<file path="config.mk">
export PLATFORM = sky130hd
export DESIGN_NAME = fdc_top
export DESIGN_NICKNAME = d
export VERILOG_FILES = /design/src/fdc_pkg.sv /design/src/fdc_bcd_counter.sv /design/src/fdc_top.sv
export SDC_FILE = /design/constraint.sdc
export NUM_CORES = 1
export LEC_CHECK = 0
export BUFFER_PORTS_ARGS = -buffer_cell sky130_fd_sc_hd__buf_2
export CAP_MARGIN = 5
export CORE_ASPECT_RATIO = 0.9
export CORE_MARGIN = 2
export CORE_UTILIZATION = 55
export CTS_CLUSTER_DIAMETER = 100
export DETAILED_ROUTE_END_ITERATION = 10
export PLACE_DENSITY = 0.75
export SLEW_MARGIN = 20
export SYNTH_ARGS = -nofsm -noshare
export SYNTH_HDL_FRONTEND = slang
export SYNTH_HIERARCHICAL = 1
export SYNTH_SLANG_ARGS = --single-unit
</file>
<file path="constraint.sdc">
create_clock -name clk -period 12.9 [get_ports clk]
set_clock_uncertainty 0.1 [all_clocks]
set_input_delay 2.58 -clock clk [delete_from_list [all_inputs] [get_ports clk]]
set_output_delay 2.58 -clock clk [all_outputs]
set_load 0.02 [all_outputs]
</file>
<file path="src/fdc_pkg.sv">
// package for the gated decimal frequency display counter
// assumes a single 10 MHz reference clock drives all logic
package fdc_pkg;

  // ****************************************
  // timing
  // ****************************************
  localparam int unsigned REF_HZ        = 10000000;
  localparam int unsigned GATE_HZ       = 5;
  localparam int unsigned GATE_MS       = 100;
  localparam int unsigned LATCH_MS      = 200;
  localparam int unsigned GATE_CYCLES   = REF_HZ / 1000 * GATE_MS;
  localparam int unsigned PERIOD_CYCLES = REF_HZ / GATE_HZ;
  localparam int unsigned LATCH_CYCLES  = REF_HZ / 1000 * LATCH_MS;

  // ****************************************
  // digits
  // ****************************************
  localparam int unsigned COUNT_DIGITS = 7;
  localparam int unsigned SHOW_DIGITS  = 6;
  localparam logic [3:0]  TOP_PRESET   = 4'h9;
  localparam logic [3:0]  DIGIT_MAX    = 4'h9;

  typedef enum logic [1:0] {
    FDC_PREP,
    FDC_COUNT,
    FDC_SETTLE,
    FDC_WAIT
  } fdc_phase_type;

  typedef struct packed {
    logic [SHOW_DIGITS*4-1:0] bcd;
    logic [6:0]               seg;
    logic [SHOW_DIGITS-1:0]   digit_sel;
  } fdc_disp_type;

endpackage

</file>
<file path="src/fdc_bcd_counter.sv">
// multi-decade bcd counter with load; top decade may preset to a value
// assumes count pulses are synchronous single-cycle strobes
`timescale 1ns/1ps
`default_nettype none
module fdc_bcd_counter #(
  parameter int unsigned DIGITS = 7
) (
  input  wire logic                  clk,
  input  wire logic                  reset,
  input  wire logic                  load,
  input  wire logic [DIGITS*4-1:0]   load_value,
  input  wire logic                  inc,
  output logic      [DIGITS*4-1:0]   value
);
  logic [DIGITS*4-1:0] value_ff;
  logic [DIGITS*4-1:0] nxt_value;
  logic                carry;

  always_comb begin
    nxt_value = value_ff;
    carry     = inc;
    if (load) begin
      nxt_value = load_value;
    end else begin
      for (int i = 0; i < DIGITS; i++) begin
        if (carry) begin
          if (value_ff[i*4 +: 4] == fdc_pkg::DIGIT_MAX) begin
            nxt_value[i*4 +: 4] = 4'h0;
          end else begin
            nxt_value[i*4 +: 4] = value_ff[i*4 +: 4] + 4'h1;
            carry = 1'b0;
          end
        end
      end
    end
  end

  always_ff @(posedge clk or posedge reset) begin
    if (reset) begin
      value_ff <= '0;
    end else begin
      value_ff <= nxt_value;
    end
  end

  assign value = value_ff;
endmodule // fdc_bcd_counter
`default_nettype wire

</file>
<file path="src/fdc_top.sv">
// gated frequency display counter: heterodyne and preset counters,
// display latch, digit multiplexer and seven-segment decoder
// assumes oscillator inputs are shaped and synchronous to clk
//
// Notes on behaviour
// reference divided to 5 Hz frame; gate open exactly 0.1 s each frame
// count in 10 Hz units; lowest counted digit dropped from display
// latch takes a new result every 0.2 s, holding in between
// synthesis mode: heterodyne reset sets top decade to 9, others 0
// result shown as six decimal digits held between updates
// counter mode routes external count input into heterodyne counter
// counter mode still resolves 100 Hz on display
// two counters combined give heterodyne minus variable plus carrier
// heterodyne pulses counted only while gate open
// preset counter loads heterodyne result, adds mixed pulses in gate
// counter mode: zero reset, mixed pulses blocked, preset passes
// result goes latch, digit multiplexer, seven-segment decoder
// counters preset before gate; latch after gate and preset settle
`timescale 1ns/1ps
`default_nettype none
module fdc_top #(
  parameter int unsigned PERIOD_CYCLES = fdc_pkg::PERIOD_CYCLES,
  parameter int unsigned GATE_CYCLES   = fdc_pkg::GATE_CYCLES,
  parameter int unsigned SCAN_CYCLES   = 16
) (
  input  wire logic          clk,
  input  wire logic          reset,
  input  wire logic          heterodyne_input,
  input  wire logic          count_input,
  input  wire logic          mixed_input,
  input  wire logic          counter_mode,
  output fdc_pkg::fdc_disp_type disp,
  output logic               gate_open
);
  localparam int unsigned CW = fdc_pkg::COUNT_DIGITS * 4;
  localparam int unsigned SW = fdc_pkg::SHOW_DIGITS * 4;

  // ****************************************
  // gate timing
  // ****************************************
  fdc_pkg::fdc_phase_type phase_ff, nxt_phase;
  logic [23:0]            tick_ff, nxt_tick;
  logic                   mode_ff, nxt_mode;
  logic                   in_d_ff, mix_d_ff;
  logic                   het_pulse, mix_pulse;
  logic                   sel_input;
  logic                   het_load, pre_load;
  logic [CW-1:0]          het_val, pre_val, het_init;
  logic [SW-1:0]          latch_ff, nxt_latch;

  // one frame of PERIOD_CYCLES (5 Hz), latch once per frame (0.2 s)
  always_comb begin
    nxt_phase = phase_ff;
    nxt_tick  = tick_ff + 24'h1;
    nxt_mode  = mode_ff;
    nxt_latch = latch_ff;
    het_load  = 1'b0;
    pre_load  = 1'b0;
    if (tick_ff == 24'(PERIOD_CYCLES - 1)) begin
      nxt_tick = '0;
    end
    unique case (phase_ff)
      fdc_pkg::FDC_PREP: begin
        het_load  = 1'b1;
        nxt_mode  = counter_mode; // mode frozen per frame
        nxt_phase = fdc_pkg::FDC_COUNT;
        nxt_tick  = '0;
      end
      fdc_pkg::FDC_COUNT: begin
        if (tick_ff == 24'(GATE_CYCLES - 1)) begin
          nxt_phase = fdc_pkg::FDC_SETTLE;
        end
      end
      fdc_pkg::FDC_SETTLE: begin
        pre_load  = 1'b1;
        nxt_phase = fdc_pkg::FDC_WAIT;
      end
      fdc_pkg::FDC_WAIT: begin
        // drop 10 Hz digit, hold between frames
        nxt_latch = pre_val[CW-1:4];
        // prep takes the last tick, so a frame is exactly PERIOD_CYCLES
        if (tick_ff == 24'(PERIOD_CYCLES - 2)) begin
          nxt_phase = fdc_pkg::FDC_PREP;
        end
      end
    endcase
  end

  always_ff @(posedge clk or posedge reset) begin
    if (reset) begin
      phase_ff <= fdc_pkg::FDC_PREP;
      tick_ff  <= '0;
      mode_ff  <= 1'b0;
      latch_ff <= '0;
      in_d_ff  <= 1'b0;
      mix_d_ff <= 1'b0;
    end else begin
      phase_ff <= nxt_phase;
      tick_ff  <= nxt_tick;
      mode_ff  <= nxt_mode;
      latch_ff <= nxt_latch;
      in_d_ff  <= sel_input;
      mix_d_ff <= mixed_input;
    end
  end

  assign gate_open = (phase_ff == fdc_pkg::FDC_COUNT);

  a_gate_length: assert property (@(posedge clk) disable iff (reset)
    $rose(gate_open) |-> gate_open [*8])
    else $error("gate shorter than expected");
  a_latch_hold: assert property (@(posedge clk) disable iff (reset)
    phase_ff != fdc_pkg::FDC_WAIT |=> $stable(latch_ff))
    else $error("latch changed outside update window");
  a_latch_drop: assert property (@(posedge clk) disable iff (reset)
    phase_ff == fdc_pkg::FDC_WAIT |=> latch_ff == $past(pre_val[CW-1:4]))
    else $error("latch not taken from preset result");

  // ****************************************
  // counters
  // ****************************************
  // rising edges; inputs must stay below half the reference rate
  assign sel_input = mode_ff ? count_input : heterodyne_input;
  assign het_pulse = gate_open && sel_input && !in_d_ff;
  // mixed pulses blocked in counter mode
  assign mix_pulse = gate_open && !mode_ff && mixed_input
                     && !mix_d_ff;
  // top decade set to nine in synthesis, zero in counter mode
  // load is in prep: follow the mode frozen now, not last frame's
  assign het_init = nxt_mode ? '0
                    : {fdc_pkg::TOP_PRESET, {(CW-4){1'b0}}};

  fdc_bcd_counter #(.DIGITS(fdc_pkg::COUNT_DIGITS)) u_het (
    .clk        (clk),
    .reset      (reset),
    .load       (het_load),
    .load_value (het_init),
    .inc        (het_pulse),
    .value      (het_val)
  );

  a_count_gated: assert property (@(posedge clk) disable iff (reset)
    !gate_open |=> $stable(het_val) || $past(het_load))
    else $error("heterodyne count moved outside gate");
  a_nine_preset: assert property (@(posedge clk) disable iff (reset)
    het_load |=> mode_ff
                 || (het_val[CW-1 -: 4] == 4'h9 && het_val[CW-5:0] == '0))
    else $error("top decade not preset to nine");
  a_zero_preset: assert property (@(posedge clk) disable iff (reset)
    het_load |=> !mode_ff || het_val == '0)
    else $error("counter mode reset not zero");

  // preset counter: mixed tally cleared in prep, counts mixed pulses
  // in the same gate; sum loaded after the gate keeps
  // the sum exact since heterodyne result must be final first
  logic [CW-1:0] mix_val;
  logic [CW-1:0] sum_bcd;
  fdc_bcd_counter #(.DIGITS(fdc_pkg::COUNT_DIGITS)) u_mix (
    .clk        (clk),
    .reset      (reset),
    .load       (het_load),
    .load_value ('0),
    .inc        (mix_pulse),
    .value      (mix_val)
  );

  a_mix_blocked: assert property (@(posedge clk) disable iff (reset)
    mode_ff |-> mix_val == '0)
    else $error("mixed pulse counted in counter mode");

  // bcd add, top carry wraps (drops the 100 MHz overflow of the 9 preset)
  always_comb begin
    logic [4:0] s;
    logic       c;
    s = '0;
    c = 1'b0;
    sum_bcd = '0;
    for (int i = 0; i < fdc_pkg::COUNT_DIGITS; i++) begin
      s = {1'b0, het_val[i*4 +: 4]} + {1'b0, mix_val[i*4 +: 4]} + {4'h0, c};
      c = (s > 5'h09);
      sum_bcd[i*4 +: 4] = c ? 4'(s - 5'h0A) : s[3:0];
    end
  end

  logic [CW-1:0] pre_ff;
  always_ff @(posedge clk or posedge reset) begin
    if (reset) begin
      pre_ff <= '0;
    end else if (pre_load) begin
      pre_ff <= sum_bcd;
    end
  end
  assign pre_val = pre_ff;

  a_sum_load: assert property (@(posedge clk) disable iff (reset)
    pre_load |=> pre_val == $past(sum_bcd))
    else $error("preset counter not loaded with sum");
  a_preset_pass: assert property (@(posedge clk) disable iff (reset)
    pre_load && mode_ff |=> pre_val == $past(het_val))
    else $error("counter mode result not passed straight through");

  // ****************************************
  // display scan
  // ****************************************
  logic [15:0] scan_ff, nxt_scan;
  logic [2:0]  dig_ff, nxt_dig;
  fdc_pkg::fdc_disp_type disp_ff, nxt_disp;

  always_comb begin
    logic [3:0] d;
    d        = latch_ff[dig_ff*4 +: 4];
    nxt_scan = scan_ff + 16'h1;
    nxt_dig  = dig_ff;
    if (scan_ff == 16'(SCAN_CYCLES - 1)) begin
      nxt_scan = '0;
      nxt_dig  = (dig_ff == 3'(fdc_pkg::SHOW_DIGITS - 1)) ? 3'h0
                 : dig_ff + 3'h1;
    end
    nxt_disp.bcd       = latch_ff;
    nxt_disp.digit_sel = '0;
    nxt_disp.digit_sel[dig_ff] = 1'b1;
    unique case (d)
      4'h0: nxt_disp.seg = 7'h3F;
      4'h1: nxt_disp.seg = 7'h06;
      4'h2: nxt_disp.seg = 7'h5B;
      4'h3: nxt_disp.seg = 7'h4F;
      4'h4: nxt_disp.seg = 7'h66;
      4'h5: nxt_disp.seg = 7'h6D;
      4'h6: nxt_disp.seg = 7'h7D;
      4'h7: nxt_disp.seg = 7'h07;
      4'h8: nxt_disp.seg = 7'h7F;
      4'h9: nxt_disp.seg = 7'h6F;
      default: nxt_disp.seg = 7'h00;
    endcase
  end

  always_ff @(posedge clk or posedge reset) begin
    if (reset) begin
      scan_ff <= '0;
      dig_ff  <= '0;
      disp_ff <= '0;
    end else begin
      scan_ff <= nxt_scan;
      dig_ff  <= nxt_dig;
      disp_ff <= nxt_disp;
    end
  end
  assign disp = disp_ff;
endmodule // fdc_top
`default_nettype wire

</file>
==> results of run 1 <==
==> worst paths after layout <==
path	from	endpoint
max in group asynchronous	reset	phase_ff[0]
setup / recovery	u_mix/value[0]	pre_ff[26]
min in group asynchronous	reset	u_mix/value[4]
hold reg to reg	latch_ff[1]	disp[14]
hold / removal	latch_ff[1]	disp[14]
setup reg to reg	u_mix/value[0]	pre_ff[26]
==> power by group through the flow <==
stage / registers [mW] / clock network, mW / logic [mW]
after global routing: 0.706 / 0.579 / 0.554
after detailed placement: 0.708 / 0 / 0.431
after floorplan: 0.686 / 0 / 0.339
after CTS: 0.697 / 0.552 / 0.440
final: 0.698 / 0.545 / 0.503
after global placement: 0.707 / 0 / 0.412
==> synth_stat cells, types with 15 or more instances <==
master / n
sky130_fd_sc_hd__nor2b_1: 21
sky130_fd_sc_hd__o21ai_0: 49
sky130_fd_sc_hd__inv_1: 62
sky130_fd_sc_hd__xnor2_1: 36
sky130_fd_sc_hd__dfrtp_1: 189
sky130_fd_sc_hd__clkbuf_1: 28
sky130_fd_sc_hd__or4_1: 15
sky130_fd_sc_hd__mux2i_1: 19
sky130_fd_sc_hd__xor2_1: 24
sky130_fd_sc_hd__nor2_1: 88
sky130_fd_sc_hd__a31oi_1: 20
sky130_fd_sc_hd__nand3_1: 45
sky130_fd_sc_hd__ha_1: 46
sky130_fd_sc_hd__nand2_1: 79
sky130_fd_sc_hd__a21oi_1: 30
sky130_fd_sc_hd__nand4_1: 16
sky130_fd_sc_hd__mux2_2: 34
==> cells by family after synthesis <==
| family | Yosys count | share of synthesized area, % |
|---|---|---|
| multiplexers | 54 | 5.56 |
| XOR/XNOR | 60 | 5.00 |
| buffers and inverters | 99 | 3.74 |
| AO/OA/AOI/OAI | 208 | 13.6 |
| adder cells (fa/ha/maj) | 59 | 7.95 |
| flip-flops | 189 | 45.0 |
| AND/OR/NAND/NOR | 374 | 19.1 |
| other | 1 | 0.0357 |
==> metal layers <==
| metal | part of all wire, % | wire (µm) |
|---|---|---|
| met1 | 47 | 11000 |
| met2 | 47 | 11000 |
| met3 | 4.1 | 951 |
| met4 | 1.6 | 362 |
| met5 | 0 | 0 |
==> per-stage QoR <==
stage                     util, %  std cells  TNS, ns
after CTS                    63.5       1393        0
after floorplan                 -       1097        0
after global placement       60.1       1361        0
after detailed placement     60.2       1362   -0.309
after global routing         64.2       1397   -0.108
final                        64.2       1397        0
==> state kept, by name (all words and copies together) (netlist names), 2 cells and up <==
signal       cells
u_mix/value     28
latch_ff        24
dig_ff           3
tick_ff         24
phase_ff         2
u_het/value     28
scan_ff         16
pre_ff          24
disp            37
==> cell usage in the layout, fill, tap and decap left out, drive strengths merged, types with 21 or more instances in the layout <==
master / n
ha: 46
nor2b: 21
nand3: 45
inv: 69
conb: 54
o21ai: 49
nand2: 79
xnor2: 36
nor2: 88
buf: 60
mux2: 35
a21oi: 30
xor2: 24
dfrtp: 189
==> final cells by class <==
type | count | share of cell area, %
Sequential cell | 189 | 39.7
Multi-Input combinational cell | 809 | 47.8
Clock inverter | 13 | 1.50
Tap cell | 245 | 2.57
Inverter | 63 | 2.00
Clock buffer | 18 | 3.60
Timing Repair Buffer | 60 | 2.85
==> worst reg2reg max path: cells and delay by family, from the launching register on <==
family | cells | cell delay (ns)
XOR/XNOR | 3 | 0.49
flip-flops | 1 | 0.39
adder cells (fa/ha/maj) | 20 | 6.88
AO/OA/AOI/OAI | 11 | 2.37
buffers and inverters | 8 | 0.69
AND/OR/NAND/NOR | 8 | 1.43
==> what timing repair did <==
item,4_1_cts,5_1_grt
setup endpoints to repair,2,3
endpoints found under the hold margin,0,0
pin swaps,0,5
buffers inserted,0,4
resized for setup,2,20
==> summary by stage, run 1 <==
Flow run
The max capacitance violation total is 0.

Floorplan
The die area is 20200 µm². The area of the core is 18600 µm². The initial core utilization is 56.6%. The die height is 135 µm. The cell row count is 47. The top-level I/O count is 44. The floorplan step set the die width to 150 µm.

Global route
The initial antenna violation count is 0. The number of global-route vias before repair is 7615. Across every metal layer, demand over resource in global routing totals 23.5%. Entering global routing, the biggest net connects 77 pins. met2 is the most crowded layer. Summed over all layers, the global routing overflow is 0.

The global-route wire length before repair is 38000 µm. The global routing usage on met1 is 33.0%. The met2 usage is 37.8%. For met3 alone, demand over resource in global routing was 4.61%.

Synth
After synthesis, flip-flops and latches occupy 45.0% of the total area. The distinct cell type count after synthesis is 78. Yosys printed 6 warnings. After synthesis, the cell types taking the most area are sky130_fd_sc_hd__dfrtp_1, sky130_fd_sc_hd__ha_1, sky130_fd_sc_hd__mux2_2. The dominant register cell in the synthesized netlist is sky130_fd_sc_hd__dfrtp_1. The gate count after technology mapping is 1044. The biggest area contributor in the post-synthesis netlist is sky130_fd_sc_hd__dfrtp_1.

The synthesized design contains 0 enable-type register cells. For this run, asynchronously set or reset flops after synthesis account for 100%. The mean instance size in the synthesized netlist is 10.1 µm².

Summed over its instances, the top area cell type makes up 45.0% of the synthesized netlist area. Synthesis inferred 189 register bits. The combined area of all synthesized cells is 10500 µm².

Power and ir drop
The proportion of total power due to net switching is 34.2%. The leakage power of the design is 5.46 nW. The combinational group share of total power is 28.8%. The share of total power dissipated in sequential elements is 40.0%. The clock network is responsible for 31.2% of the overall power.

Summed over all nets, the switching power comes to 0.597 mW. Power spread over the standard cell area amounts to 146 nW/µm². After layout, the design draws a total of 1.75 mW. The cell-internal power is 1.15 mW. The maximum resistive drop on vdd is 0.109 mV.

STA
The least setup slack across all paths after layout is 0.421 ns. The final number of setup-violating endpoints is 0. The final number of hold-violating endpoints came to 0.

The worst relative slew slack is 31.2%. The tightest hold path in the finished design has a slack of 0.300 ns. The number of max-slew violations in the final report was 0. The share of the clock period used by the worst path after layout is 96.7%. The pin slew with the least headroom to its limit is 1.03 ns. The time the worst path needs with I/O delays and setup is 12.48 ns. The top achievable clock speed is 0.0801 GHz.

Setup path
Counting buffers and inverters, the worst setup path is 50 cells deep. At the worst endpoint, the arrival time is 12.69 ns. The length in cells of the worst reg-to-reg path is 50. The slack of the worst reg-to-reg path is 0.42 ns. The worst setup path is launched from a flip-flop.

The critical path is of the reg2reg type. The maximum fanout count along the critical path is 5. The endpoint kind of the worst setup timing path is a flip-flop. STA puts the critical path data required time at 13.12 ns. The largest individual stage delay along the critical path comes from the cell sky130_fd_sc_hd__or4b_2.

The cell occurring most often along the worst timing path is sky130_fd_sc_hd__fa_1. The delay contributed by the slowest stage of the critical path is 0.70 ns. The kind of cell with the highest combined delay along the critical path is adder cells. The number of buffer and inverter stages on the critical path is 8.

Clock tree
After clock tree synthesis, the clock-pin slew on the worst setup and hold paths is 0.08 ns. The H-tree was split into 4 levels. The hold-fix buffer count after cts is 0. The number of CTS-inserted buffers is 17.

The longest clock path from root to sink contains 2 buffers. At the later pin of the worst-skew pair, clock insertion delay measures 0.44 ns. Clock tree synthesis found a total of 189 sinks.

TritonCTS built the clock tree. The buffer cell driving the clock tree root is sky130_fd_sc_hd__clkbuf_16.

Placed design
The routability-driven placement congestion ratio is 0.854. The count of input and output buffers is 43. Once detailed placement completed, the half-perimeter wirelength came to 15800 µm. The placed instance area is 11200 µm². Prior to clock tree synthesis, the placed netlist has a worst setup slack of -0.180 ns.

Detailed routing
The first detailed-routing pass ran for 8 iterations. The count of unresolved DRC violations after routing is 0. In the routed layout, each cell is associated on average with a via count of 5.72. The detailed-route wire length is 23300 µm. For this block, the via count after detailed routing is 7986. After detailed routing, the average wire length per cell comes to 16.7 µm.

The number of antenna-violating nets in the routed design is 0. The number of DRC markers after the initial detailed-route iteration is 508.

Cells and area
The sequential cell area is 4730 µm². The post-synthesis to final-layout area growth is 13.5%. The net count of the finished layout is 1205. After filler insertion, the fill cell instance count of the layout stands at 1527. With fillers left out, the area of the finished cells amounts to 11900 µm². The total area of multi-input combinational cells is 5700 µm².

The antenna diode instance count is 0. The post-route netlist has 14.1% of its cells at a drive strength greater than 1.

Hold path
The worst hold path passes through 0 cells. In this run the worst hold path is classified as reg2reg.

Outcome
The run finished with clean final reports.
Power figures use the tool's default switching activity.
==> inputs of run 2 (changes only) <==
--- a/config.mk
+++ b/config.mk
@@ -5,14 +5,17 @@
 export SDC_FILE = /design/constraint.sdc
 export NUM_CORES = 1
 export LEC_CHECK = 0
+export ABC_AREA = 1
 export BUFFER_PORTS_ARGS = -buffer_cell sky130_fd_sc_hd__buf_2
 export CAP_MARGIN = 5
+export CELL_PAD_IN_SITES_DETAIL_PLACEMENT = 1
+export CELL_PAD_IN_SITES_GLOBAL_PLACEMENT = 1
 export CORE_ASPECT_RATIO = 0.9
 export CORE_MARGIN = 2
-export CORE_UTILIZATION = 55
+export CORE_UTILIZATION = 42
 export CTS_CLUSTER_DIAMETER = 100
 export DETAILED_ROUTE_END_ITERATION = 10
-export PLACE_DENSITY = 0.75
+export PLACE_DENSITY_LB_ADDON = 0.1
 export SLEW_MARGIN = 20
 export SYNTH_ARGS = -nofsm -noshare
 export SYNTH_HDL_FRONTEND = slang
==> summary by stage, run 2 <==
Detailed routing
The total number of vias is 9334 (+17%). The number of DRC markers after the initial detailed-route iteration is 439 (-14%). The count of unresolved DRC violations after routing came to 0 (unchanged). The detail-routed via count per cell is 4.99 (-13%). The final routed wire length divided by cell count is 15.0 µm (-9.8%).

The detailed-route wire length is 28100 µm (+21%). The detailed-routing iteration count for the pre-antenna-repair pass is 5 (-3). The number of antenna-violating nets in the routed design is 0 (unchanged).

Setup path
The delay contributed by the slowest stage of the critical path is 0.51 ns (-0.19 ns). The length in cells of the worst reg-to-reg path is 72 (+44%). The maximum fanout count along the critical path is 4 (-1). The worst endpoint required time is 13.18 ns (+0.06 ns). The slowest cell on the critical path is sky130_fd_sc_hd__fa_1. The setup path with the least slack is of type reg2reg. The cell occurring most often along the worst timing path is sky130_fd_sc_hd__inv_1. STA classifies the critical path startpoint as a flip-flop. The arrival time at the worst endpoint came to 12.24 ns (-0.45 ns). The endpoint kind of the worst setup timing path is a flip-flop.

Clock tree
The buffer depth of the longest clock path is 2 (unchanged). The hold-fix buffer count after cts was 0 (unchanged). The CTS sink count came to 189 (unchanged). The clock-pin transition on the worst setup and hold timing paths came to 0.08 ns (about the same). The number of H-tree levels was 4 (unchanged). TritonCTS built the clock tree.

The root buffer cell chosen for the clock tree is sky130_fd_sc_hd__clkbuf_16. The source-to-sink clock delay at the later pin of the worst-skew pair is 0.45 ns (about the same). The number of CTS-inserted buffers is 17 (unchanged).

Synth
The most common cell in the synthesized netlist is sky130_fd_sc_hd__nand2_1. The distinct cell type count after synthesis is 49 (-37%). The most area-hungry cell type in the Yosys netlist is sky130_fd_sc_hd__dfrtp_1. The combined area of all synthesized cells is 11000 µm² (+4.8%). The gate count after technology mapping is 1414 (+35%).

The dominant register cell in the synthesized netlist is sky130_fd_sc_hd__dfrtp_1. The number of synthesized register bits came to 189 (unchanged). Ranked by total cell area, the synthesized netlist is headed by sky130_fd_sc_hd__dfrtp_1, sky130_fd_sc_hd__nand2_1, sky130_fd_sc_hd__inv_1. The mean instance size in the synthesized netlist was 7.79 µm² (-23%).

The commonest cells after synthesis are sky130_fd_sc_hd__nand2_1, sky130_fd_sc_hd__inv_1, sky130_fd_sc_hd__dfrtp_1. The count of synthesis-stage warnings from yosys was 6 (unchanged). The sequential area share after synthesis was 42.9% (-2.1 points). The post-synthesis async set-or-reset flop share is 100% (unchanged). The number of enable-type register cells in the synthesized netlist is 0 (unchanged).

The top-area cell type share of the netlist area is 42.9% (-2.1 points).

Cells and area
The final-stage net count came to 1578 (+31%). The number of flip-flops in the largest register is 37 (unchanged). The post-synthesis to final-layout area growth is 12.4%. The antenna diode instance count is 0 (unchanged). The number of fill cells in the layout is 3300 (+120%). The top cell types in the final layout, fill and taps aside, are sky130_fd_sc_hd__nand2_1, sky130_fd_sc_hd__inv_1, sky130_fd_sc_hd__dfrtp_1, sky130_fd_sc_hd__nand3_1, sky130_fd_sc_hd__nor2_1. Leaving out fill and tap cells, the most frequent cell in the layout is sky130_fd_sc_hd__nand2_1. The fraction of final layout cells sized beyond drive strength 1 is 9.97% (-4.1 points).

STA
The share of the clock period used by the worst path after layout is 92.7% (-4.0 points). The pin slew with the least headroom to its limit is 0.916 ns (-0.117 ns). The worst relative slew slack is 38.6% (+7.4 points).

The final number of setup-violating endpoints came to 0 (unchanged). The top achievable clock speed was 0.0836 GHz (+4.3%). The final number of hold-violating endpoints is 0 (unchanged). The accumulated negative setup slack came to 0 ns (unchanged). The time the worst path needs with I/O delays and setup is 11.96 ns (-0.516 ns).

The number of max-slew violations in the final report is 0 (unchanged). The least setup slack across all paths after layout came to 0.938 ns (+0.516 ns).

Power and ir drop
The maximum resistive drop on vdd is 0.0944 mV (-14%). The power density over the cells is 144 nW/µm² (-1.7%). The leakage power of the design is 6.50 nW (+19%).

Global route
The global-route wire length before repair is 48000 µm (+26%). The aggregate global-route resource usage is 21.5% (-2.0 points). The pin count of the biggest net entering global routing came to 72 (-6.5%). The number of global-route vias before repair is 9672 (+27%).

The global-route congestion overflow total is 0 (unchanged). The initial antenna violation count is 0 (unchanged).

Placed design
The routability-driven placement congestion ratio is 0.813 (-4.8%). The worst-case setup slack after placement is 0.531 ns (+0.711 ns). The half-perimeter wire length of the detailed placement result came to 21000 µm (+33%). The count of input and output buffers was 43 (unchanged).

Hold path
The number of cells on the worst hold path is 0 (unchanged). In this run the worst hold path is classified as reg2reg.

Floorplan
The top-level I/O count came to 44 (unchanged). The initial core utilization is 42.5% (-14 points). The die area was 27600 µm² (+36%). The die height is 158 µm (+17%). The horizontal die dimension is 175 µm (+17%). The cell row count is 56 (+19%). The area of the core was 25900 µm² (+40%).

Outcome
The flow ran to the end, and the final reports show no timing, DRC or antenna violations.

Flow run
The max capacitance violation total is 0 (unchanged).
-- run 2: changes by cell type after synthesis, sizes merged, moves of 15 or more --
cell   before  now
inv        63  198
nand2      79  400
nor2       88  131
or4        15    0
o21ai      49   97
mux2i      19    2
xnor2      36    7
mux2       35   10
nor2b      21    0
nand3      45  138
-- run 2: logic make-up after synthesis --
logic type                 Yosys count  synth area share [%]
xor gates and xnor gates            31                  2.46
and+or+nand+nor                    722                  28.6
adders and majority gates           59                  7.58
muxes                               12                  1.20
other                                1                0.0340
DFF                                189                  42.9
buffers and inverters              226                  8.22
AOI/OAI and AO/OA                  174                  9.03
-- run 2: power by group --
group          total (mW)  switching (mW)  internal, mW
clock network       0.515           0.242         0.273
logic               0.590           0.365         0.225
registers           0.677          0.0519         0.625
-- run 2: final timing paths --
check                          startpoint     endpoint  slack (ns)
max                        u_het/value[0]   pre_ff[26]        0.94
min                           latch_ff[9]     disp[22]        0.28
max reg2reg                u_het/value[0]   pre_ff[26]        0.94
min reg2reg                   latch_ff[9]     disp[22]        0.28
max in group asynchronous           reset  scan_ff[11]        9.25
min in group asynchronous           reset      mode_ff        2.12
-- run 2: what timing repair did --
action / 4_1_cts / 5_1_grt
endpoints found under the setup margin: 0 / 3
buffers inserted: 0 / 6
gates resized for setup: 0 / 15
-- run 2: metrics by stage --
step | hold slack, ns | instances | power (mW) | utilization (%) | cell area, µm²
final | 0.278 | 1872 | 1.78 | 47.8 | 12400
after global routing | 0.286 | 1872 | 1.92 | 47.8 | 12400
after CTS | 0.280 | 1866 | 1.76 | 47.5 | 12300
after detailed placement | 0.264 | 1836 | 1.24 | 45.4 | 11800
after global placement | 0.261 | 1836 | 1.21 | 45.4 | 11800
after floorplan | 0.254 | 1467 | 1.09 | - | 11200
-- run 2: area by class of cell --
type                            instances  area (µm²)  share of cell area (%)
Tap cell                              348         435                    3.51
Multi-Input combinational cell       1052        5620                    45.4
Timing Repair Buffer                   54         298                    2.40
Clock inverter                         10         108                   0.868
Inverter                              199         752                    6.07
Sequential cell                       189        4730                    38.2
Clock buffer                           20         447                    3.60
-- run 2: critical path: cells and delay by family, from the launching register on --
kind	cells	cell delay [ns]
adders and majority gates	20	6.56
and+or+nand+nor	21	2.20
buffers and inverters	21	1.58
AOI/OAI and AO/OA	10	1.05
DFF	1	0.38
-- run 2: routing by layer --
metal  wire [µm]  GRT usage, %
met5           0             0
met4         240          5.28
met3         504          2.86
met1       14000          29.2
met2       13400          36.8
==> inputs of run 3 (changes only) <==
--- a/config.mk
+++ b/config.mk
@@ -15,7 +15,7 @@
 export CORE_UTILIZATION = 42
 export CTS_CLUSTER_DIAMETER = 100
 export DETAILED_ROUTE_END_ITERATION = 10
-export PLACE_DENSITY_LB_ADDON = 0.1
+export PLACE_DENSITY = 0.75
 export SLEW_MARGIN = 20
 export SYNTH_ARGS = -nofsm -noshare
 export SYNTH_HDL_FRONTEND = slang
==> constraint.sdc (replaced) <==
create_clock -name clk -period 12.9 [get_ports clk]
set_clock_uncertainty 0.1 [all_clocks]
set_input_delay 0.645 -clock clk [delete_from_list [all_inputs] [get_ports clk]]
set_output_delay 0.645 -clock clk [all_outputs]
set_load 0.02 [all_outputs]
==> summary by stage, run 3 (same netlist as run 2, synthesis figures left out) <==
Outcome
The flow ran to the end, and the final reports show no timing, DRC or antenna violations.

Global route
The pin count of the biggest net entering global routing is 74 (+2.8%). The global-route wire length before repair is 48000 µm (-0.12%). The global-route congestion overflow total is 0 (unchanged). The aggregate global-route resource usage was 21.5% (-0.064 points).

The initial antenna violation count is 0 (unchanged). The number of global-route vias before repair is 9668 (-0.041%).

Setup path
The slack of the worst reg-to-reg path was 0.85 ns (-0.09 ns). STA classifies the critical path startpoint as a flip-flop. STA classifies the critical path endpoint as a flip-flop. Counting stages on the worst path, the most repeated cell is sky130_fd_sc_hd__inv_1. The startpoint identified for the worst register-to-register timing path is u_het/value[0]. The delay contributed by the slowest stage of the critical path is 0.57 ns (+0.06 ns). The length in cells of the worst reg-to-reg path is 73 (+1.4%). The capture instance of the worst register-to-register path is pre_ff[25]. The slowest cell on the critical path is sky130_fd_sc_hd__fa_2.

The arrival time at the worst endpoint is 12.33 ns (+0.09 ns). The classification of the worst setup path is reg2reg. The maximum fanout count along the critical path is 5 (+1). The worst endpoint required time is 13.18 ns (about the same).

Power and ir drop
The leakage power of the design was 6.49 nW (-0.18%). The combinational group share of total power is 33.7% (+0.6 points). The portion of total power attributed to the clock network is 28.4% (-0.5 points). The proportion of power drawn by flip-flops and latches is 37.8% (-0.2 points). The power density over the cells is 145 nW/µm² (+0.55%). The proportion of total power due to net switching was 38.0% (+1.0 points). The cell-internal power is 1.11 mW (-0.93%).

The switching power of the nets was 0.682 mW (+3.4%). The maximum resistive drop on vdd is 0.0966 mV (+2.2%).

Hold path
The class of the tightest hold or removal check is in2async.

Floorplan
The area of the core is 25900 µm² (unchanged). The die area came to 27600 µm² (unchanged). The top-level I/O count was 44 (unchanged). The initial core utilization is 42.5% (unchanged).

The cell row count is 56 (unchanged). The horizontal die dimension is 175 µm (unchanged). The die height came to 158 µm (unchanged).

Cells and area
The sequential cell area is 4730 µm² (unchanged). From synthesis to final layout, the design area changed by 12.6%. The total area of multi-input combinational cells is 5640 µm² (+0.33%).

The number of fill cells in the layout is 3248 (-1.6%). The antenna diode instance count is 0 (unchanged). The number of flip-flops in the largest register is 37 (unchanged).

The library cells used most frequently in the layout, excluding fill and tap cells, are sky130_fd_sc_hd__nand2_1, sky130_fd_sc_hd__dfrtp_1, sky130_fd_sc_hd__inv_1, sky130_fd_sc_hd__nand3_1, sky130_fd_sc_hd__nor2_1. The fraction of final layout cells sized beyond drive strength 1 is 10.7% (+0.77 points). The final standard cell utilization of the core is 47.9% (+0.063 points). The final-stage net count is 1578 (unchanged).

Leaving out fill and tap cells, the most frequent cell in the layout is sky130_fd_sc_hd__nand2_1.

Detailed routing
The count of unresolved DRC violations after routing is 0 (unchanged). The total number of vias is 9401 (+0.72%). The detail-routed via count per cell is 5.02 (+0.61%).

The number of antenna-violating nets in the routed design is 0 (unchanged). The detailed-routing iteration count for the pre-antenna-repair pass came to 4 (-1). The detailed-route wire length was 28500 µm (+1.5%). The final routed wire length divided by cell count was 15.2 µm (+1.4%).

The number of DRC markers after the initial detailed-route iteration came to 427 (-2.7%).

STA
The accumulated negative setup slack is 0 ns (unchanged). The time the worst path needs with I/O delays and setup is 12.05 ns (+0.0919 ns). The share of the clock period used by the worst path after layout is 93.4% (+0.71 points). The final hold slack is 0.203 ns (-0.0748 ns). The top achievable clock speed was 0.0830 GHz (-0.76%). The final number of hold-violating endpoints is 0 (unchanged). The number of max-slew violations in the final report is 0 (unchanged). The pin slew with the least headroom to its limit is 0.926 ns (+0.0102 ns). The final number of setup-violating endpoints is 0 (unchanged). The worst relative slew slack is 37.9% (-0.69 points).

Clock tree
The buffer depth of the longest clock path is 2 (unchanged). The buffer cell driving the clock tree root is sky130_fd_sc_hd__clkbuf_16. The CTS sink count is 189 (unchanged).

The clock-pin transition on the worst setup and hold timing paths is 0.08 ns (about the same). The source-to-sink clock delay at the later pin of the worst-skew pair came to 0.45 ns (about the same). The hold-fix buffer count after cts was 0 (unchanged). The number of CTS-inserted buffers is 17 (unchanged). TritonCTS built the clock tree. The number of H-tree levels is 4 (unchanged).

Placed design
The routability-driven placement congestion ratio is 0.814 (about the same). The count of input and output buffers is 43 (unchanged). The half-perimeter wire length of the detailed placement result was 21000 µm (+0.28%).

Flow run
The max capacitance violation total came to 0 (unchanged).
==> run 3: cell count changes in the layout (fill, tap and decap cells not counted), moves of 2 or more <==
cell,delta
sky130_fd_sc_hd__clkinv_4,-2
sky130_fd_sc_hd__clkinvlp_4,+2
sky130_fd_sc_hd__fa_1,-3
sky130_fd_sc_hd__fa_2,+3
sky130_fd_sc_hd__inv_1,-3
sky130_fd_sc_hd__inv_2,+3
==> run 3: area by class of cell <==
class | count | share of cell area (%)
Multi-Input combinational cell | 1052 | 45.4
Sequential cell | 189 | 38.1
Inverter | 199 | 6.06
Clock buffer | 20 | 3.60
Tap cell | 348 | 3.51
Timing Repair Buffer | 54 | 2.40
Clock inverter | 12 | 0.847
==> run 3: repair_timing <==
| action | 4_1_cts | 5_1_grt |
|---|---|---|
| setup buffers | 0 | 6 |
| gates resized for setup | 0 | 26 |
| endpoints found under the setup margin | 0 | 3 |
==> run 3: routing by layer <==
| layer | share of wire, % | GRT usage, % |
|---|---|---|
| met1 | 48 | 28.5 |
| met2 | 49 | 37.4 |
| met3 | 2.0 | 2.95 |
| met4 | 1.0 | 5.24 |
| met5 | 0 | 0 |
==> run 3: how the worst max path moves through the flow <==
stage	start	to	slack (ns)	depth (start not counted)
after global routing	u_het/value[0]	pre_ff[26]	-0.05	78
after global placement	u_het/value[0]	pre_ff[25]	1.17	76
after detailed placement	u_mix/value[0]	pre_ff[26]	0.32	75
final	u_het/value[0]	pre_ff[25]	0.85	73
after CTS	u_mix/value[0]	pre_ff[25]	0.18	76
after floorplan	u_het/value[0]	pre_ff[25]	1.79	74
==> run 3: metrics by stage <==
stage	total power, mW	instance area, µm²	setup slack, ns	instances
2_1_floorplan	1.09	11200	1.79	1467
3_3_place_gp	1.20	11800	1.17	1836
3_5_place_dp	1.24	11800	0.320	1836
4_1_cts	1.76	12300	0.177	1868
5_1_grt	1.93	12400	-0.0519	1874
6_report	1.79	12400	0.846	1874
==> run 3: power groups by stage <==
stage | registers, mW | clock network [mW] | logic, mW
2_1_floorplan | 0.670 | 0 | 0.422
3_3_place_gp | 0.688 | 0 | 0.515
3_5_place_dp | 0.691 | 0 | 0.548
4_1_cts | 0.680 | 0.523 | 0.553
5_1_grt | 0.686 | 0.541 | 0.704
6_report | 0.679 | 0.510 | 0.606
==> run 3: critical path, delay by kind of cell (launching register included) <==
kind            cells  cell delay, ns
buf+inv            20            1.39
compound gates     10            1.05
flops               1            0.42
simple gates       23            2.44
fa+ha+maj          20            6.62
